`src/rtl/ivb_pkg.sv`:
```
package ivb_pkg;

    // ************************************************************
    // Sizes of the request groups
    // ************************************************************
    localparam int NUM_SRC   = 15;   // Dispatchable sources
    localparam int IDX_W     = 4;    // Width of a source index
    localparam int EXT_PINS  = 8;    // External interrupt pins
    localparam int UARTS     = 4;    // UART channels
    localparam int TIMERS    = 5;    // Timer channels
    localparam int RTC_SRCS  = 3;    // Alarm, supply, temperature
    localparam int ADDR_W    = 24;   // Code and data address width

    // ************************************************************
    // Source indices, lowest index has the highest priority
    // ************************************************************
    localparam int SRC_PWR    = 0;
    localparam int SRC_EXT    = 1;
    localparam int SRC_CE     = 2;
    localparam int SRC_I2C    = 3;
    localparam int SRC_SPI    = 4;
    localparam int SRC_UART   = 5;
    localparam int SRC_SMART_CARD_CHANNEL_ZERO   = 6;
    localparam int SRC_WDT    = 7;
    localparam int SRC_TMR    = 8;
    localparam int SRC_FUSE   = 9;
    localparam int SRC_RTC    = 10;
    localparam int SRC_TOUCH  = 11;
    localparam int SRC_CRYPTO = 12;
    localparam int SRC_REMOTE = 13;
    localparam int SRC_TRAP   = 14;

    // ************************************************************
    // Code-space vectors
    // ************************************************************
    localparam logic [ADDR_W-1:0] VEC_USER_ENTRY = 24'h000000;
    localparam logic [ADDR_W-1:0] VEC_PWR        = 24'h000008;
    localparam logic [ADDR_W-1:0] VEC_EXT        = 24'h000010;
    localparam logic [ADDR_W-1:0] VEC_CE         = 24'h000018;
    localparam logic [ADDR_W-1:0] VEC_I2C        = 24'h000020;
    localparam logic [ADDR_W-1:0] VEC_SPI        = 24'h000028;
    localparam logic [ADDR_W-1:0] VEC_UART       = 24'h000030;
    localparam logic [ADDR_W-1:0] VEC_SMART_CARD_CHANNEL_ZERO       = 24'h000038;
    localparam logic [ADDR_W-1:0] VEC_WDT        = 24'h000048;
    localparam logic [ADDR_W-1:0] VEC_TMR        = 24'h000050;
    localparam logic [ADDR_W-1:0] VEC_FUSE       = 24'h000058;
    localparam logic [ADDR_W-1:0] VEC_RTC        = 24'h000060;
    localparam logic [ADDR_W-1:0] VEC_TOUCH      = 24'h000070;
    localparam logic [ADDR_W-1:0] VEC_CRYPTO     = 24'h000078;
    localparam logic [ADDR_W-1:0] VEC_REMOTE     = 24'h000080;
    localparam logic [ADDR_W-1:0] VEC_TRAP       = 24'h000088;

    // Vector per source index, element 0 is power-fail
    localparam logic [NUM_SRC-1:0][ADDR_W-1:0] VEC_TABLE = {
        VEC_TRAP, VEC_REMOTE, VEC_CRYPTO, VEC_TOUCH, VEC_RTC,
        VEC_FUSE, VEC_TMR, VEC_WDT, VEC_SMART_CARD_CHANNEL_ZERO, VEC_UART,
        VEC_SPI, VEC_I2C, VEC_CE, VEC_EXT, VEC_PWR};

    // ************************************************************
    // Boot addresses and timing
    // ************************************************************
    localparam logic [ADDR_W-1:0] BOOT_ROM_BASE = 24'h800000;
    localparam logic [ADDR_W-1:0] SP_BYTE_ADDR  = 24'h000000;
    localparam logic [ADDR_W-1:0] PC_BYTE_ADDR  = 24'h000004;
    localparam logic [31:0]       SP_RESET      = 32'h00000000;
    localparam int                BOOT_INIT_CYC = 16;

    // ************************************************************
    // Memory map, word addresses and sizes
    // ************************************************************
    localparam int FLASH_WORDS_LARGE = 131072;
    localparam int FLASH_WORDS_SMALL = 65536;
    localparam logic [ADDR_W-1:0] FLASH_BASE = 24'h000000;
    localparam logic [ADDR_W-1:0] ROM_WORDS  = 24'h001000;
    localparam logic [ADDR_W-1:0] DRAM_BASE  = 24'h000000;
    localparam logic [ADDR_W-1:0] DRAM_WORDS = 24'h001800;
    localparam logic [ADDR_W-1:0] NVR_BASE   = 24'h001800;
    localparam logic [ADDR_W-1:0] NVR_WORDS  = 24'h000200;
    localparam logic [ADDR_W-1:0] DBG_BASE   = 24'h003e00;
    localparam logic [ADDR_W-1:0] DBG_WORDS  = 24'h000030;
    localparam logic [ADDR_W-1:0] CER_BASE   = 24'h004000;
    localparam logic [ADDR_W-1:0] CER_WORDS  = 24'h001000;

    // ************************************************************
    // Carriers
    // ************************************************************
    typedef struct packed {
        logic                         pwr_fail;
        logic [EXT_PINS-1:0]          ext_act;
        logic                         ce_done;
        logic [4:0]                   i2c_evt;
        logic                         spi_done;
        logic [UARTS-1:0][3:0]        uart_evt;
        logic                         smart_card_channel_zero_exc;
        logic                         wdt_warn;
        logic [TIMERS-1:0][1:0]       tmr_evt;
        logic                         fuse_bad;
        logic [RTC_SRCS-1:0]          rtc_evt;
        logic                         touch_act;
        logic                         crypto_done;
        logic [1:0]                   remote_evt;
        logic                         other_irq;
    } ivb_evt_t;

    typedef struct packed {
        logic [EXT_PINS-1:0] ext_pin_en;
        logic                touch_en;
        logic                crypto_en;
        logic                remote_en;
        logic [NUM_SRC-1:0]  src_en;
    } ivb_en_t;

    typedef struct packed {
        logic flash;
        logic boot_rom;
        logic unmapped;
    } ivb_code_sel_t;

    typedef struct packed {
        logic cpu_ram;
        logic nv_ram;
        logic dbg_ram;
        logic ce_ram;
        logic unmapped;
    } ivb_data_sel_t;

    typedef enum logic [2:0] {
        BT_INIT, BT_CHECK, BT_RD_SP, BT_WAIT_SP,
        BT_RD_PC, BT_WAIT_PC, BT_RUN, BT_LOADER
    } ivb_boot_st_t;

endpackage

```
`src/rtl/ivb_top.sv`:
```
// Notes on behaviour
// - Flash word zero is the user entry
// - Power-fail warning dispatches to vector 08
// - Enabled external pins share vector 10
// - Metrology accumulation done dispatches to 18
// - Any I2C event dispatches to 20
// - SPI character shifted dispatches to 28
// - Any UART event dispatches to 30
// - Smart card zero exception dispatches 38
// - Watchdog warning dispatches to 48
// - Any timer channel event dispatches 50
// - Corrupted fuse trim dispatches to 58
// - Any RTC source dispatches to 60
// - Enabled touch activation dispatches to 70
// - Enabled crypto completion dispatches to 78
// - Enabled remote sampler event dispatches 80
// - Other conditions go to catch-all 88
// - Reset starts fetching at boot ROM base
// - JTAG loader flag diverts boot to loader
// - Load stack pointer from byte address zero
// - Then load program counter from address four
// - Code map: flash at zero, ROM high
// - Data map: four RAM regions at bases
`timescale 1ns/1ps
module ivb_top
    import ivb_pkg::*;
#(
    parameter int FLASH_WORDS = FLASH_WORDS_LARGE,
    parameter int INIT_CYCLES = BOOT_INIT_CYC
)(
    input  wire logic              CLK,
    input  wire logic              RST,
    input  wire ivb_evt_t          EVT,
    input  wire ivb_en_t           EN,
    input  wire logic              IRQ_ACK,
    input  wire logic              JTAG_LOADER_SET,
    input  wire logic              JTAG_LOADER_CLR,
    input  wire logic [31:0]       FLASH_RD_DATA,
    input  wire logic              FLASH_RD_VALID,
    input  wire logic [ADDR_W-1:0] CODE_ADDR,
    input  wire logic [ADDR_W-1:0] DATA_ADDR,
    output logic                   IRQ_REQ,
    output logic [ADDR_W-1:0]      IRQ_VECTOR,
    output logic [IDX_W-1:0]       IRQ_SRC,
    output logic [NUM_SRC-1:0]     IRQ_PENDING,
    output logic                   FLASH_RD_REQ,
    output logic [ADDR_W-1:0]      FLASH_RD_ADDR,
    output logic [31:0]            STACK_PTR,
    output logic [31:0]            PROG_CNTR,
    output logic                   BOOT_DONE,
    output logic                   LOADER_ACTIVE,
    output logic                   LOADER_FLAG,
    output ivb_code_sel_t          CODE_SEL,
    output ivb_data_sel_t          DATA_SEL
);

    // ************************************************************
    // Elaboration checks
    // ************************************************************
    if (INIT_CYCLES < 1 || INIT_CYCLES > 255)
        $error("ivb_top: INIT_CYCLES must be 1 to 255");

    // Last count of the wait
    localparam logic [7:0] INIT_LAST = 8'(INIT_CYCLES - 1);

    // ************************************************************
    // State of the block
    // ************************************************************
    typedef struct packed {
        ivb_boot_st_t        boot_st;     // Boot sequencer state
        logic [7:0]          init_cnt;    // Initialisation wait
        logic                loader_flag; // Loader requested
        logic [NUM_SRC-1:0]  pend;        // Sticky pending flags
        logic [NUM_SRC-1:0]  raw_prev;    // Source level last cycle
        logic                irq_req;     // Dispatch offered
        logic [ADDR_W-1:0]   irq_vec;     // Offered vector
        logic [IDX_W-1:0]    irq_idx;     // Offered source
        logic                rd_req;      // Flash read request
        logic [ADDR_W-1:0]   rd_addr;     // Flash read address
        logic [31:0]         sp;          // Stack pointer
        logic [31:0]         pc;          // Program counter
        logic                boot_done;   // User code running
        logic                loader_act;  // Loader running
        ivb_code_sel_t       code_sel;    // Registered code decode
        ivb_data_sel_t       data_sel;    // Registered data decode
    } ivb_state_t;

    ivb_state_t st_reg;                   // Current state
    ivb_state_t st_next;                  // Next state

    // Combinational helpers
    logic [NUM_SRC-1:0] raw;              // Conditioned source levels
    logic [NUM_SRC-1:0] rise;             // New activations
    logic [NUM_SRC-1:0] eligible;         // Pending and enabled
    logic               pick_any;         // Something to dispatch
    logic [IDX_W-1:0]   pick_idx;         // Winning source
    ivb_code_sel_t      code_sel_c;       // Decoder outputs
    ivb_data_sel_t      data_sel_c;

    // ************************************************************
    // Source conditioning
    // ************************************************************

    // Fold each peripheral group into its one request
    always_comb
    begin
        raw              = '0;
        raw[SRC_PWR]     = EVT.pwr_fail;
        raw[SRC_EXT]     = |(EVT.ext_act & EN.ext_pin_en);
        raw[SRC_CE]      = EVT.ce_done;
        raw[SRC_I2C]     = |EVT.i2c_evt;
        raw[SRC_SPI]     = EVT.spi_done;
        raw[SRC_UART]    = |EVT.uart_evt;
        raw[SRC_SMART_CARD_CHANNEL_ZERO]    = EVT.smart_card_channel_zero_exc;
        raw[SRC_WDT]     = EVT.wdt_warn;
        raw[SRC_TMR]     = |EVT.tmr_evt;
        raw[SRC_FUSE]    = EVT.fuse_bad;
        raw[SRC_RTC]     = |EVT.rtc_evt;
        raw[SRC_TOUCH]   = EVT.touch_act & EN.touch_en;
        raw[SRC_CRYPTO]  = EVT.crypto_done & EN.crypto_en;
        raw[SRC_REMOTE]  = |EVT.remote_evt & EN.remote_en;
        raw[SRC_TRAP]    = EVT.other_irq;
    end

    // Activation is the rising edge of each level
    assign rise     = raw & ~st_reg.raw_prev;
    assign eligible = st_reg.pend & EN.src_en;

    // ************************************************************
    // Helpers
    // ************************************************************
    // Fixed priority, lowest index wins
    ivb_prio_pick #(
        .N   (NUM_SRC)
    ) u_pick (
        .req (eligible),
        .any (pick_any),
        .idx (pick_idx)
    );

    // Address decode, registered below
    ivb_addr_map #(
        .FLASH_WORDS (FLASH_WORDS)
    ) u_map (
        .code_addr   (CODE_ADDR),
        .data_addr   (DATA_ADDR),
        .code_sel    (code_sel_c),
        .data_sel    (data_sel_c)
    );

    // ************************************************************
    // Next-state logic
    // ************************************************************
    always_comb
    begin
        st_next          = st_reg;
        st_next.raw_prev = raw;
        st_next.code_sel = code_sel_c;
        st_next.data_sel = data_sel_c;

        // Loader flag, a set beats a clear
        if (JTAG_LOADER_SET)
        begin
            st_next.loader_flag = 1'b1;
        end
        else if (JTAG_LOADER_CLR)
        begin
            st_next.loader_flag = 1'b0;
        end

        // Acknowledge retires the offered source
        if (st_reg.irq_req && IRQ_ACK)
        begin
            st_next.pend[st_reg.irq_idx] = 1'b0;
            st_next.irq_req              = 1'b0;
        end
        // Offer the best candidate once user code runs
        else if (!st_reg.irq_req && st_reg.boot_done && pick_any)
        begin
            st_next.irq_req = 1'b1;
            st_next.irq_idx = pick_idx;
            st_next.irq_vec = VEC_TABLE[pick_idx];
        end

        // New activations latch, winning over a clear
        st_next.pend = st_next.pend | rise;

        // Boot sequencer
        st_next.rd_req = 1'b0;
        case (st_reg.boot_st)
            // Device initialisation inside boot ROM
            BT_INIT:
            begin
                if (st_reg.init_cnt == INIT_LAST)
                begin
                    st_next.boot_st = BT_CHECK;
                end
                else
                begin
                    st_next.init_cnt = st_reg.init_cnt + 8'h01;
                end
            end

            // Loader or user code
            BT_CHECK:
            begin
                if (st_reg.loader_flag)
                begin
                    st_next.boot_st    = BT_LOADER;
                    st_next.loader_act = 1'b1;
                end
                else
                begin
                    st_next.boot_st = BT_RD_SP;
                end
            end

            // Fetch the stack word
            BT_RD_SP:
            begin
                st_next.rd_req  = 1'b1;
                st_next.rd_addr = SP_BYTE_ADDR;
                st_next.boot_st = BT_WAIT_SP;
            end
            BT_WAIT_SP:
            begin
                if (FLASH_RD_VALID)
                begin
                    st_next.sp      = FLASH_RD_DATA;
                    st_next.boot_st = BT_RD_PC;
                end
            end

            // Fetch the entry word
            BT_RD_PC:
            begin
                st_next.rd_req  = 1'b1;
                st_next.rd_addr = PC_BYTE_ADDR;
                st_next.boot_st = BT_WAIT_PC;
            end
            BT_WAIT_PC:
            begin
                if (FLASH_RD_VALID)
                begin
                    st_next.pc        = FLASH_RD_DATA;
                    st_next.boot_done = 1'b1;
                    st_next.boot_st   = BT_RUN;
                end
            end

            // Terminal states until the next reset
            BT_RUN:    st_next.boot_st = BT_RUN;
            BT_LOADER: st_next.boot_st = BT_LOADER;
            default:   st_next.boot_st = BT_INIT;
        endcase
    end

    // ************************************************************
    // State register
    // ************************************************************
    always_ff @(posedge CLK)
    begin
        if (RST)
        begin
            // Parked in the boot ROM
            st_reg         <= '0;
            st_reg.boot_st <= BT_INIT;
            st_reg.sp      <= SP_RESET;
            st_reg.pc      <= {8'h00, BOOT_ROM_BASE};
            st_reg.rd_addr <= VEC_USER_ENTRY;
            st_reg.irq_vec <= VEC_USER_ENTRY;
        end
        else
        begin
            st_reg <= st_next;
        end
    end

    // ************************************************************
    // Outputs, all from the state register
    // ************************************************************
    // Dispatch port
    assign IRQ_REQ       = st_reg.irq_req;
    assign IRQ_VECTOR    = st_reg.irq_vec;
    assign IRQ_SRC       = st_reg.irq_idx;
    assign IRQ_PENDING   = st_reg.pend;
    // Boot read port
    assign FLASH_RD_REQ  = st_reg.rd_req;
    assign FLASH_RD_ADDR = st_reg.rd_addr;
    // Boot results
    assign STACK_PTR     = st_reg.sp;
    assign PROG_CNTR     = st_reg.pc;
    assign BOOT_DONE     = st_reg.boot_done;
    assign LOADER_ACTIVE = st_reg.loader_act;
    assign LOADER_FLAG   = st_reg.loader_flag;
    // Address decode
    assign CODE_SEL      = st_reg.code_sel;
    assign DATA_SEL      = st_reg.data_sel;

endmodule // ivb_top

```
`src/rtl/ivb_prio_pick.sv`:
```
`timescale 1ns/1ps
module ivb_prio_pick
    import ivb_pkg::*;
#(
    parameter int N = NUM_SRC
)(
    input  wire logic [N-1:0]     req,
    output logic                  any,
    output logic [IDX_W-1:0]      idx
);

    // ************************************************************
    // Elaboration check
    // ************************************************************
    if (N < 1 || N > (1 << IDX_W))
        $error("ivb_prio_pick: N does not fit the index width");

    // ************************************************************
    // Lowest set index wins
    // ************************************************************
    logic [N:0] seen;              // Any lower request present

    assign seen[0] = 1'b0;

    // Prefix of requests below each entry
    for (genvar g = 0; g < N; g++)
    begin : g_prefix
        assign seen[g+1] = seen[g] | req[g];
    end

    // Pick the first request from the bottom
    always_comb
    begin
        idx = '0;
        for (int i = N - 1; i >= 0; i--)
        begin
            if (req[i] && !seen[i])
            begin
                idx = IDX_W'(i);
            end
        end
        any = seen[N];
    end

endmodule // ivb_prio_pick

```
`src/rtl/ivb_addr_map.sv`:
```
`timescale 1ns/1ps
module ivb_addr_map
    import ivb_pkg::*;
#(
    parameter int FLASH_WORDS = FLASH_WORDS_LARGE
)(
    input  wire logic [ADDR_W-1:0] code_addr,
    input  wire logic [ADDR_W-1:0] data_addr,
    output ivb_code_sel_t          code_sel,
    output ivb_data_sel_t          data_sel
);

    // ************************************************************
    // Elaboration check
    // ************************************************************
    if (FLASH_WORDS != FLASH_WORDS_LARGE &&
        FLASH_WORDS != FLASH_WORDS_SMALL)
        $error("ivb_addr_map: unsupported flash size");

    localparam logic [ADDR_W-1:0] FLASH_TOP = ADDR_W'(FLASH_WORDS);

    // ************************************************************
    // Window test helper
    // ************************************************************
    function automatic logic in_win(logic [ADDR_W-1:0] a,
                                    logic [ADDR_W-1:0] base,
                                    logic [ADDR_W-1:0] size);
        in_win = (a >= base) && ((a - base) < size);
    endfunction

    // Code space decode
    always_comb
    begin
        code_sel          = '0;
        code_sel.flash    = in_win(code_addr, FLASH_BASE, FLASH_TOP);
        code_sel.boot_rom = in_win(code_addr, BOOT_ROM_BASE,
                                   ROM_WORDS);
        code_sel.unmapped = !code_sel.flash && !code_sel.boot_rom;
    end

    // Data space decode
    always_comb
    begin
        data_sel          = '0;
        data_sel.cpu_ram  = in_win(data_addr, DRAM_BASE, DRAM_WORDS);
        data_sel.nv_ram   = in_win(data_addr, NVR_BASE, NVR_WORDS);
        data_sel.dbg_ram  = in_win(data_addr, DBG_BASE, DBG_WORDS);
        data_sel.ce_ram   = in_win(data_addr, CER_BASE, CER_WORDS);
        data_sel.unmapped = !(data_sel.cpu_ram || data_sel.nv_ram ||
                              data_sel.dbg_ram || data_sel.ce_ram);
    end

endmodule // ivb_addr_map

```
`config.mk`:
```
export PLATFORM = sky130hd
export DESIGN_NAME = ivb_top
export DESIGN_NICKNAME = d
export VERILOG_FILES = /design/src/rtl/ivb_pkg.sv /design/src/rtl/ivb_top.sv /design/src/rtl/ivb_prio_pick.sv /design/src/rtl/ivb_addr_map.sv
export SDC_FILE = /design/constraint.sdc
export NUM_CORES = 1
export LEC_CHECK = 0
export BUFFER_PORTS_ARGS = -buffer_cell sky130_fd_sc_hd__buf_2
export CAP_MARGIN = 20
export CORE_MARGIN = 5
export CORE_UTILIZATION = 51
export CTS_BUF_LIST = sky130_fd_sc_hd__clkbuf_16
export DETAILED_ROUTE_END_ITERATION = 8
export HOLD_SLACK_MARGIN = 0.06
export PLACE_DENSITY_LB_ADDON = 0.08
export SLEW_MARGIN = 10
export SYNTH_ARGS = -nofsm -noshare
export SYNTH_HDL_FRONTEND = slang
export SYNTH_SLANG_ARGS = --single-unit
```
`constraint.sdc`:
```
create_clock -name CLK -period 5.8 [get_ports CLK]
set_input_delay 0.87 -clock CLK [delete_from_list [all_inputs] [get_ports CLK]]
set_output_delay 0.87 -clock CLK [all_outputs]
set_load 0.01 [all_outputs]
```
==> run summary, run 1 <==
Status = complete, no violations
Clk pwr share = 44.2%
DRT antenna net count = 0
Top cells by area, synth = dfxtp_1 39%, buf_4 16%, nand2_1 9.1%, a21oi_1 6.3%, nor2_1 2.7%
Final hold violations = 0
Minimum clock period = 3.16 ns
Fmax = 316 MHz
CTS Buf Count = 17
Chip Height = 123 um
ANT cells = 0
Vias in the first global route = 5358
Largest area contributor in the netlist = dfxtp_1
Final wirelength = 17.6 mm
Mapped Avg Cell Area = 7.93 um^2
Worst-skew pair later-pin latency = 0.41 ns
Worst hold-check path type = reg -> reg
Final Cycle Share = 54.5%
Max-Cap Viols = 0
TNS Setup = 0 ns
Setup violators final = 0
Die W = 123 um
Grt ovf = 0
Number of hold buffers added after CTS = 0
GRT busiest layer = met2
Via count = 5744
M2 GR Usage = 39.1%
Worst-case clock skew = 0.0101 ns
Gr usage total = 22.0%
Part of the power in registers = 41.3%
Mean number of vias per cell = 4.99
Setup CP Type = in -> reg
Synthesis-to-layout area growth = 16.6%
Net Sw Frac = 27.4%
Power per Cell Area = 308 nW/um^2
Yosys top cell area share = 39.2%
Layout cell share with drive strength beyond 1 = 30.4%
Routed wire per std cell = 15.3 um
Fillers = 1193
Num Clock Sinks = 128
Startpoint Class = input pin
Register-to-register setup slack = 2.84 ns
WP data required = 6.06 ns
Yosys reg bits = 128
Fraction of registers with async set or reset after synthesis = 0%
Initial antenna violation count = 0
Mapped cell area = 6540 um^2
Synth unique cells = 56
Top Ports = 309
Met1 usage = 26.5%
Gate power share = 14.5%
Most common cell in the netlist = nand2_1
Pleak = 3.42 nW
Post-CTS sizing = 0
Ys Warns = 0
Die ar. = 15200 um^2
Port Buf Inserts = 250
Worst slack, placed = 2.33 ns
Clock tree buffer depth = 2
Initial Util = 52.0%
CTS root buffer = clkbuf_16
Final WS setup = 2.64 ns
RSZ-0062 raised after global routing = false
Top cells by count, synth = 158 x nand2_1, 139 x buf_4, 128 x dfxtp_1, 82 x a21oi_1, 47 x nor2_1
CTS tree = built
Pin count of the biggest net entering global routing = 85
GPL Wtd Cong = 0.883
EDFF count, synth = 0
Layout net count = 1141
Crit-path max FO = 5
VDD IR max = 0.000183 V
Worst-margin pin slew = 0.867 ns
GR Util met3 = 6.04%
Row cnt = 41
Hpwl dp = 13.2 mm
CP Capture Type = register
DRC violations left = 0
Main flop type after synthesis = dfxtp_1
H-Tree Level Count = 4
Psw = 0.645 mW
Reg clk slew, reported paths = 0.06 ns
Drt first pass iters = 7
Starting DRC count in detailed routing = 416
Internal power = 1.70 mW
First-pass GRT wire length = 26.5 mm
Max-slew violations = 0
Cells after Synth = 824
Worst Path Arrival = 3.43 ns
Max transition margin = 42.2%
Register area share after synthesis = 39.2%
Core footprint = 12600 um^2
Post-CTS Setup Bufs = 0
power by group through the flow:
stage / clock, mW / sequential, mW / combinational [mW]
after floorplan: 0 / 0.967 / 0.271
after global placement: 0 / 0.988 / 0.337
after detailed placement: 0 / 0.989 / 0.338
after CTS: 1.06 / 0.970 / 0.341
after global routing: 1.11 / 0.978 / 0.382
final: 1.04 / 0.970 / 0.341
routing by layer:
| metal | wire [um] | part of all wire, % | vias to the layer above |
|---|---|---|---|
| met3 | 1440 | 8.2 | 13 |
| li1 | - | - | 2920 |
| met4 | 148 | 0.84 | 0 |
| met1 | 7120 | 41 | 2583 |
| met2 | 8860 | 50 | 228 |
| met5 | 0 | 0 | - |
path summary, 6_finish.rpt:
kind | start | endpoint | cells past startpoint
max | EN[10] | IRQ_VECTOR[6]$_SDFFE_PP0P_ | 12
min | st_reg[140]$_SDFF_PP0_ | IRQ_PENDING[12]$_SDFF_PP0_ | 1
max reg2reg | IRQ_PENDING[10]$_SDFF_PP0_ | IRQ_VECTOR[6]$_SDFFE_PP0P_ | 11
min reg2reg | st_reg[140]$_SDFF_PP0_ | IRQ_PENDING[12]$_SDFF_PP0_ | 1
cell type report:
class | count | area (um^2) | area share (%)
clock inverters | 15 | 156 | 2.05
multi-input cells | 549 | 2900 | 38.1
inverters | 15 | 56.3 | 0.739
well taps | 172 | 215 | 2.82
repair buffers | 256 | 1300 | 17.0
flip-flops and latches | 128 | 2560 | 33.6
clock buffers | 17 | 425 | 5.58
worst max-delay path: stages:
cell     delay [ns]
buf_2          0.11
a22oi_1        0.32
and2_1         0.23
a41oi_1        0.15
o31ai_1        0.62
inv_1          0.20
ha_1           0.27
inv_1          0.07
o21ai_0        0.07
mux2_2         0.27
a32oi_1        0.19
nor2_1         0.05
cell families (layout without fill, tap and decap cells):
kind of cell | count (synthesis) | after routing | share of synthesized area (%)
simple gates | 312 | 312 | 21.8
flops | 128 | 128 | 39.2
mux | 5 | 5 | 0.804
compound gates | 172 | 172 | 16.4
fa+ha+maj | 9 | 9 | 1.72
other cells | 1 | 42 | 0.0574
buf+inv | 188 | 303 | 18.8
xor+xnor | 9 | 9 | 1.21
cells in the final DEF (no fill, tap or decap), drive strengths merged, types with 3 or more instances in the layout:
cell type	count
a22o	5
dfxtp	128
inv	21
nor2b	11
a22oi	13
a32o	6
clkbuf	17
or3	5
nor2	47
clkinv	4
and3	6
nor3	16
clkinvlp	3
a21oi	82
nor3b	4
a41oi	3
or2	4
nand2	159
nand3	19
conb	42
nand2b	17
nor4	11
o31ai	9
a211oi	4
o21ai	23
o22ai	3
a31oi	3
ha	9
nand4	8
o211ai	5
mux2i	3
buf	256
xnor2	7
a32oi	3
through the flow:
stage | power [mW] | hold slack [ns] | cell area [um^2] | util (%) | instances
5_1_grt | 2.47 | 0.435 | 7620 | 60.6 | 1152
6_report | 2.35 | 0.409 | 7620 | 60.6 | 1152
2_1_floorplan | 1.24 | 0.395 | 6690 | - | 865
3_3_place_gp | 1.33 | 0.402 | 7040 | 56.0 | 1120
3_5_place_dp | 1.33 | 0.406 | 7040 | 56.0 | 1120
4_1_cts | 2.37 | 0.412 | 7620 | 60.6 | 1152
Note: power is estimated with default switching activity, not from simulation.
==> inputs of run 2 (changes only) <==
- CORE_UTILIZATION: 51 -> 43
- clock period: 5.8 -> 2.65 ns (I/O delays scaled with it)
==> run 2 against run 1 <==
Against the previous run: die area increased by 17%; design area increased by 2.0%; via count increased by 1.9%; first-iteration DRC count decreased by 18%; hold slack got worse by 0.23 ns; utilization decreased by 8.9 points; global-route usage decreased by 2.2 points; clock power increased by 120%; critical path type is now reg -> reg; largest power group unchanged.
==> run summary, run 2 (same netlist as run 1, synthesis figures left out) <==
Commonest non-fill, non-tap cells in the layout = 249 x buf_2, 158 x nand2_1, 126 x dfxtp_1, 82 x a21oi_1, 47 x nor2_1
Gr usage total = 19.9% (-2.2 points)
Max transition margin = 63.7% (+21 points)
Routed wire per std cell = 15.5 um (+1.8%)
Status = complete, no violations
Top Ports = 309 (unchanged)
CP Cell Sequence = a22o_1 -> nor4_4 -> nand2_2 -> o21ba_1 -> a21o_2 -> ha_1 -> inv_1 -> o21ai_0 -> mux2_2 -> a32oi_2 -> nor2_1
Crit-path max FO = 5 (unchanged)
Setup violators final = 0 (unchanged)
Mean number of vias per cell = 4.95 (-0.82%)
Minimum clock period = 2.48 ns
Initial Util = 43.5% (-8.5 points)
CP Capture Type = register
Reg clk slew, reported paths = 0.05 ns (about the same)
H-Tree Level Count = 4 (unchanged)
Vias in the first global route = 5451 (+1.7%)
Worst-margin pin slew = 0.545 ns (-0.321 ns)
Max-Cap Viols = 0 (unchanged)
Most common cell after layout, fill and taps aside = buf_2
First-pass GRT wire length = 28.6 mm (+7.8%)
Cells after DPL = 1152 (+2.9%)
Via count = 5855 (+1.9%)
Initial antenna violation count = 0 (unchanged)
Register-to-register setup slack = 0.17 ns (-2.67 ns)
Drt first pass iters = 5 (-2)
CTS Buf Count = 17 (unchanged)
FF-to-FF End = IRQ_VECTOR[6]$_SDFFE_PP0P_
WP data required = 2.94 ns (-3.12 ns)
GPL Wtd Cong = 0.876 (-0.78%)
Worst reg2reg startpoint = IRQ_PENDING[6]$_SDFF_PP0_
Final hold violations = 0 (unchanged)
Reg2Reg Depth = 11 (unchanged)
VDD IR max = 0.000433 V (+140%)
Hold Path Cell Cnt = 2 (+1)
Grt ovf = 0 (unchanged)
DRC violations left = 0 (unchanged)
CTS tree = built
Critical path buffer and inverter count = 1 (-2)
Core footprint = 15000 um^2 (+20%)
Final Cycle Share = 93.7%
ANT cells = 0 (unchanged)
CP peak stage delay = 0.34 ns (-0.28 ns)
TNS Setup = 0 ns (unchanged)
Setup CP Type = reg -> reg
Die W = 133 um (+8.2%)
Worst Path Arrival = 2.77 ns (-0.66 ns)
Startpoint Class = register
Total Power = 5.15 mW (+120%)
Chip Height = 133 um (+8.2%)
Pleak = 3.51 nW (+2.5%)
Non-Filler Instances = 1184 (+2.8%)
Worst hold-check path type = in -> reg
Layout net count = 1158 (+1.5%)
Fmax = 403 MHz
Cell family with most CP delay = compound AO/OA/AOI/OAI gates
Port Buf Inserts = 250 (unchanged)
Fillers = 1519 (+27%)
Min-Delay Endpoint = CODE_SEL[2]$_SDFF_PP0_
Max-slew violations = 0 (unchanged)
Final wirelength = 18.4 mm (+4.7%)
Synthesis-to-layout area growth = 18.9%
Number of hold buffers added after CTS = 0 (unchanged)
Hpwl dp = 14.0 mm (+6.4%)
Row cnt = 45 (+9.8%)
Clock tree buffer depth = 2 (unchanged)
CTS root buffer = clkbuf_16
Pin count of the biggest net entering global routing = 48 (-44%)
Worst-skew pair later-pin latency = 0.42 ns (about the same)
Die ar. = 17800 um^2 (+17%)
Hold Startpoint = CODE_ADDR[23]
Power per Cell Area = 663 nW/um^2 (+120%)
Num Clock Sinks = 128 (unchanged)
Worst-case clock skew = 0.0107 ns (+0.000626 ns)
Starting DRC count in detailed routing = 341 (-18%)
Critical-path top delay cell = dfxtp_2
DRT antenna net count = 0 (unchanged)
Layout cell share with drive strength beyond 1 = 32.0% (+1.6 points)
-- run 2: changes by cell type in the layout (fill, tap and decap cells not counted), moves of 2 or more --
cell / previous run / this run
dfxtp_1: 128 / 126
dfxtp_2: 0 / 2
clkinv_2: 1 / 4
clkinv_4: 2 / 4
buf_4: 7 / 24
inv_6: 5 / 1
-- run 2: metal layers --
| metal | vias up | GRT usage, % | share of wire [%] |
|---|---|---|---|
| met1 | 2650 | 25.3 | 43 |
| met3 | 16 | 6.08 | 7.8 |
| met2 | 230 | 32.8 | 48 |
| met4 | 0 | 5.54 | 1.2 |
| li1 | 2959 | - | - |
| met5 | - | 0 | 0 |
-- run 2: how the worst max path moves through the flow --
stage	start	to	slack [ns]	cells past startpoint
2_1_floorplan	EN[0]	IRQ_VECTOR[6]$_SDFFE_PP0P_	0.17	11
3_3_place_gp	EN[0]	IRQ_VECTOR[6]$_SDFFE_PP0P_	0.05	12
3_5_place_dp	EN[0]	IRQ_VECTOR[6]$_SDFFE_PP0P_	0.02	12
4_1_cts	IRQ_PENDING[0]$_SDFF_PP0_	IRQ_VECTOR[6]$_SDFFE_PP0P_	0.15	11
5_1_grt	IRQ_PENDING[3]$_SDFF_PP0_	IRQ_VECTOR[6]$_SDFFE_PP0P_	-0.01	11
6_report	IRQ_PENDING[6]$_SDFF_PP0_	IRQ_VECTOR[6]$_SDFFE_PP0P_	0.17	11
-- run 2: final cells by class --
| cell class | count | area (um^2) | share of cell area (%) |
|---|---|---|---|
| clock inverter | 14 | 143 | 1.84 |
| clock buffer | 17 | 425 | 5.47 |
| tap | 188 | 235 | 3.03 |
| timing repair buffer | 273 | 1430 | 18.4 |
| sequential | 128 | 2560 | 33.0 |
| inverter | 15 | 56.3 | 0.725 |
| multi-input combinational | 549 | 2920 | 37.6 |
-- run 2: report_power, final --
part	total (mW)	internal, mW	switching, mW
clock network	2.24	1.37	0.868
registers	2.12	2.03	0.0929
logic	0.793	0.342	0.450
total	5.15	3.74	1.41
-- run 2: timing repair --
| item | in CTS | in global routing |
|---|---|---|
| setup buffers | 0 | 1 |
| endpoints found under the setup margin | 0 | 1 |
| resized for setup | 0 | 4 |
-- run 2: stage by stage --
| stage | instance area (um^2) | hold WS (ns) | util (%) | setup WS (ns) |
|---|---|---|---|---|
| finish | 7770 | 0.174 | 51.7 | 0.168 |
| detailed placement | 7180 | 0.408 | 47.7 | 0.0198 |
| global placement | 7180 | 0.401 | 47.7 | 0.0499 |
| global route | 7770 | 0.161 | 51.7 | -0.0118 |
| CTS | 7740 | 0.155 | 51.5 | 0.147 |
| floorplan | 6690 | 0.395 | - | 0.169 |
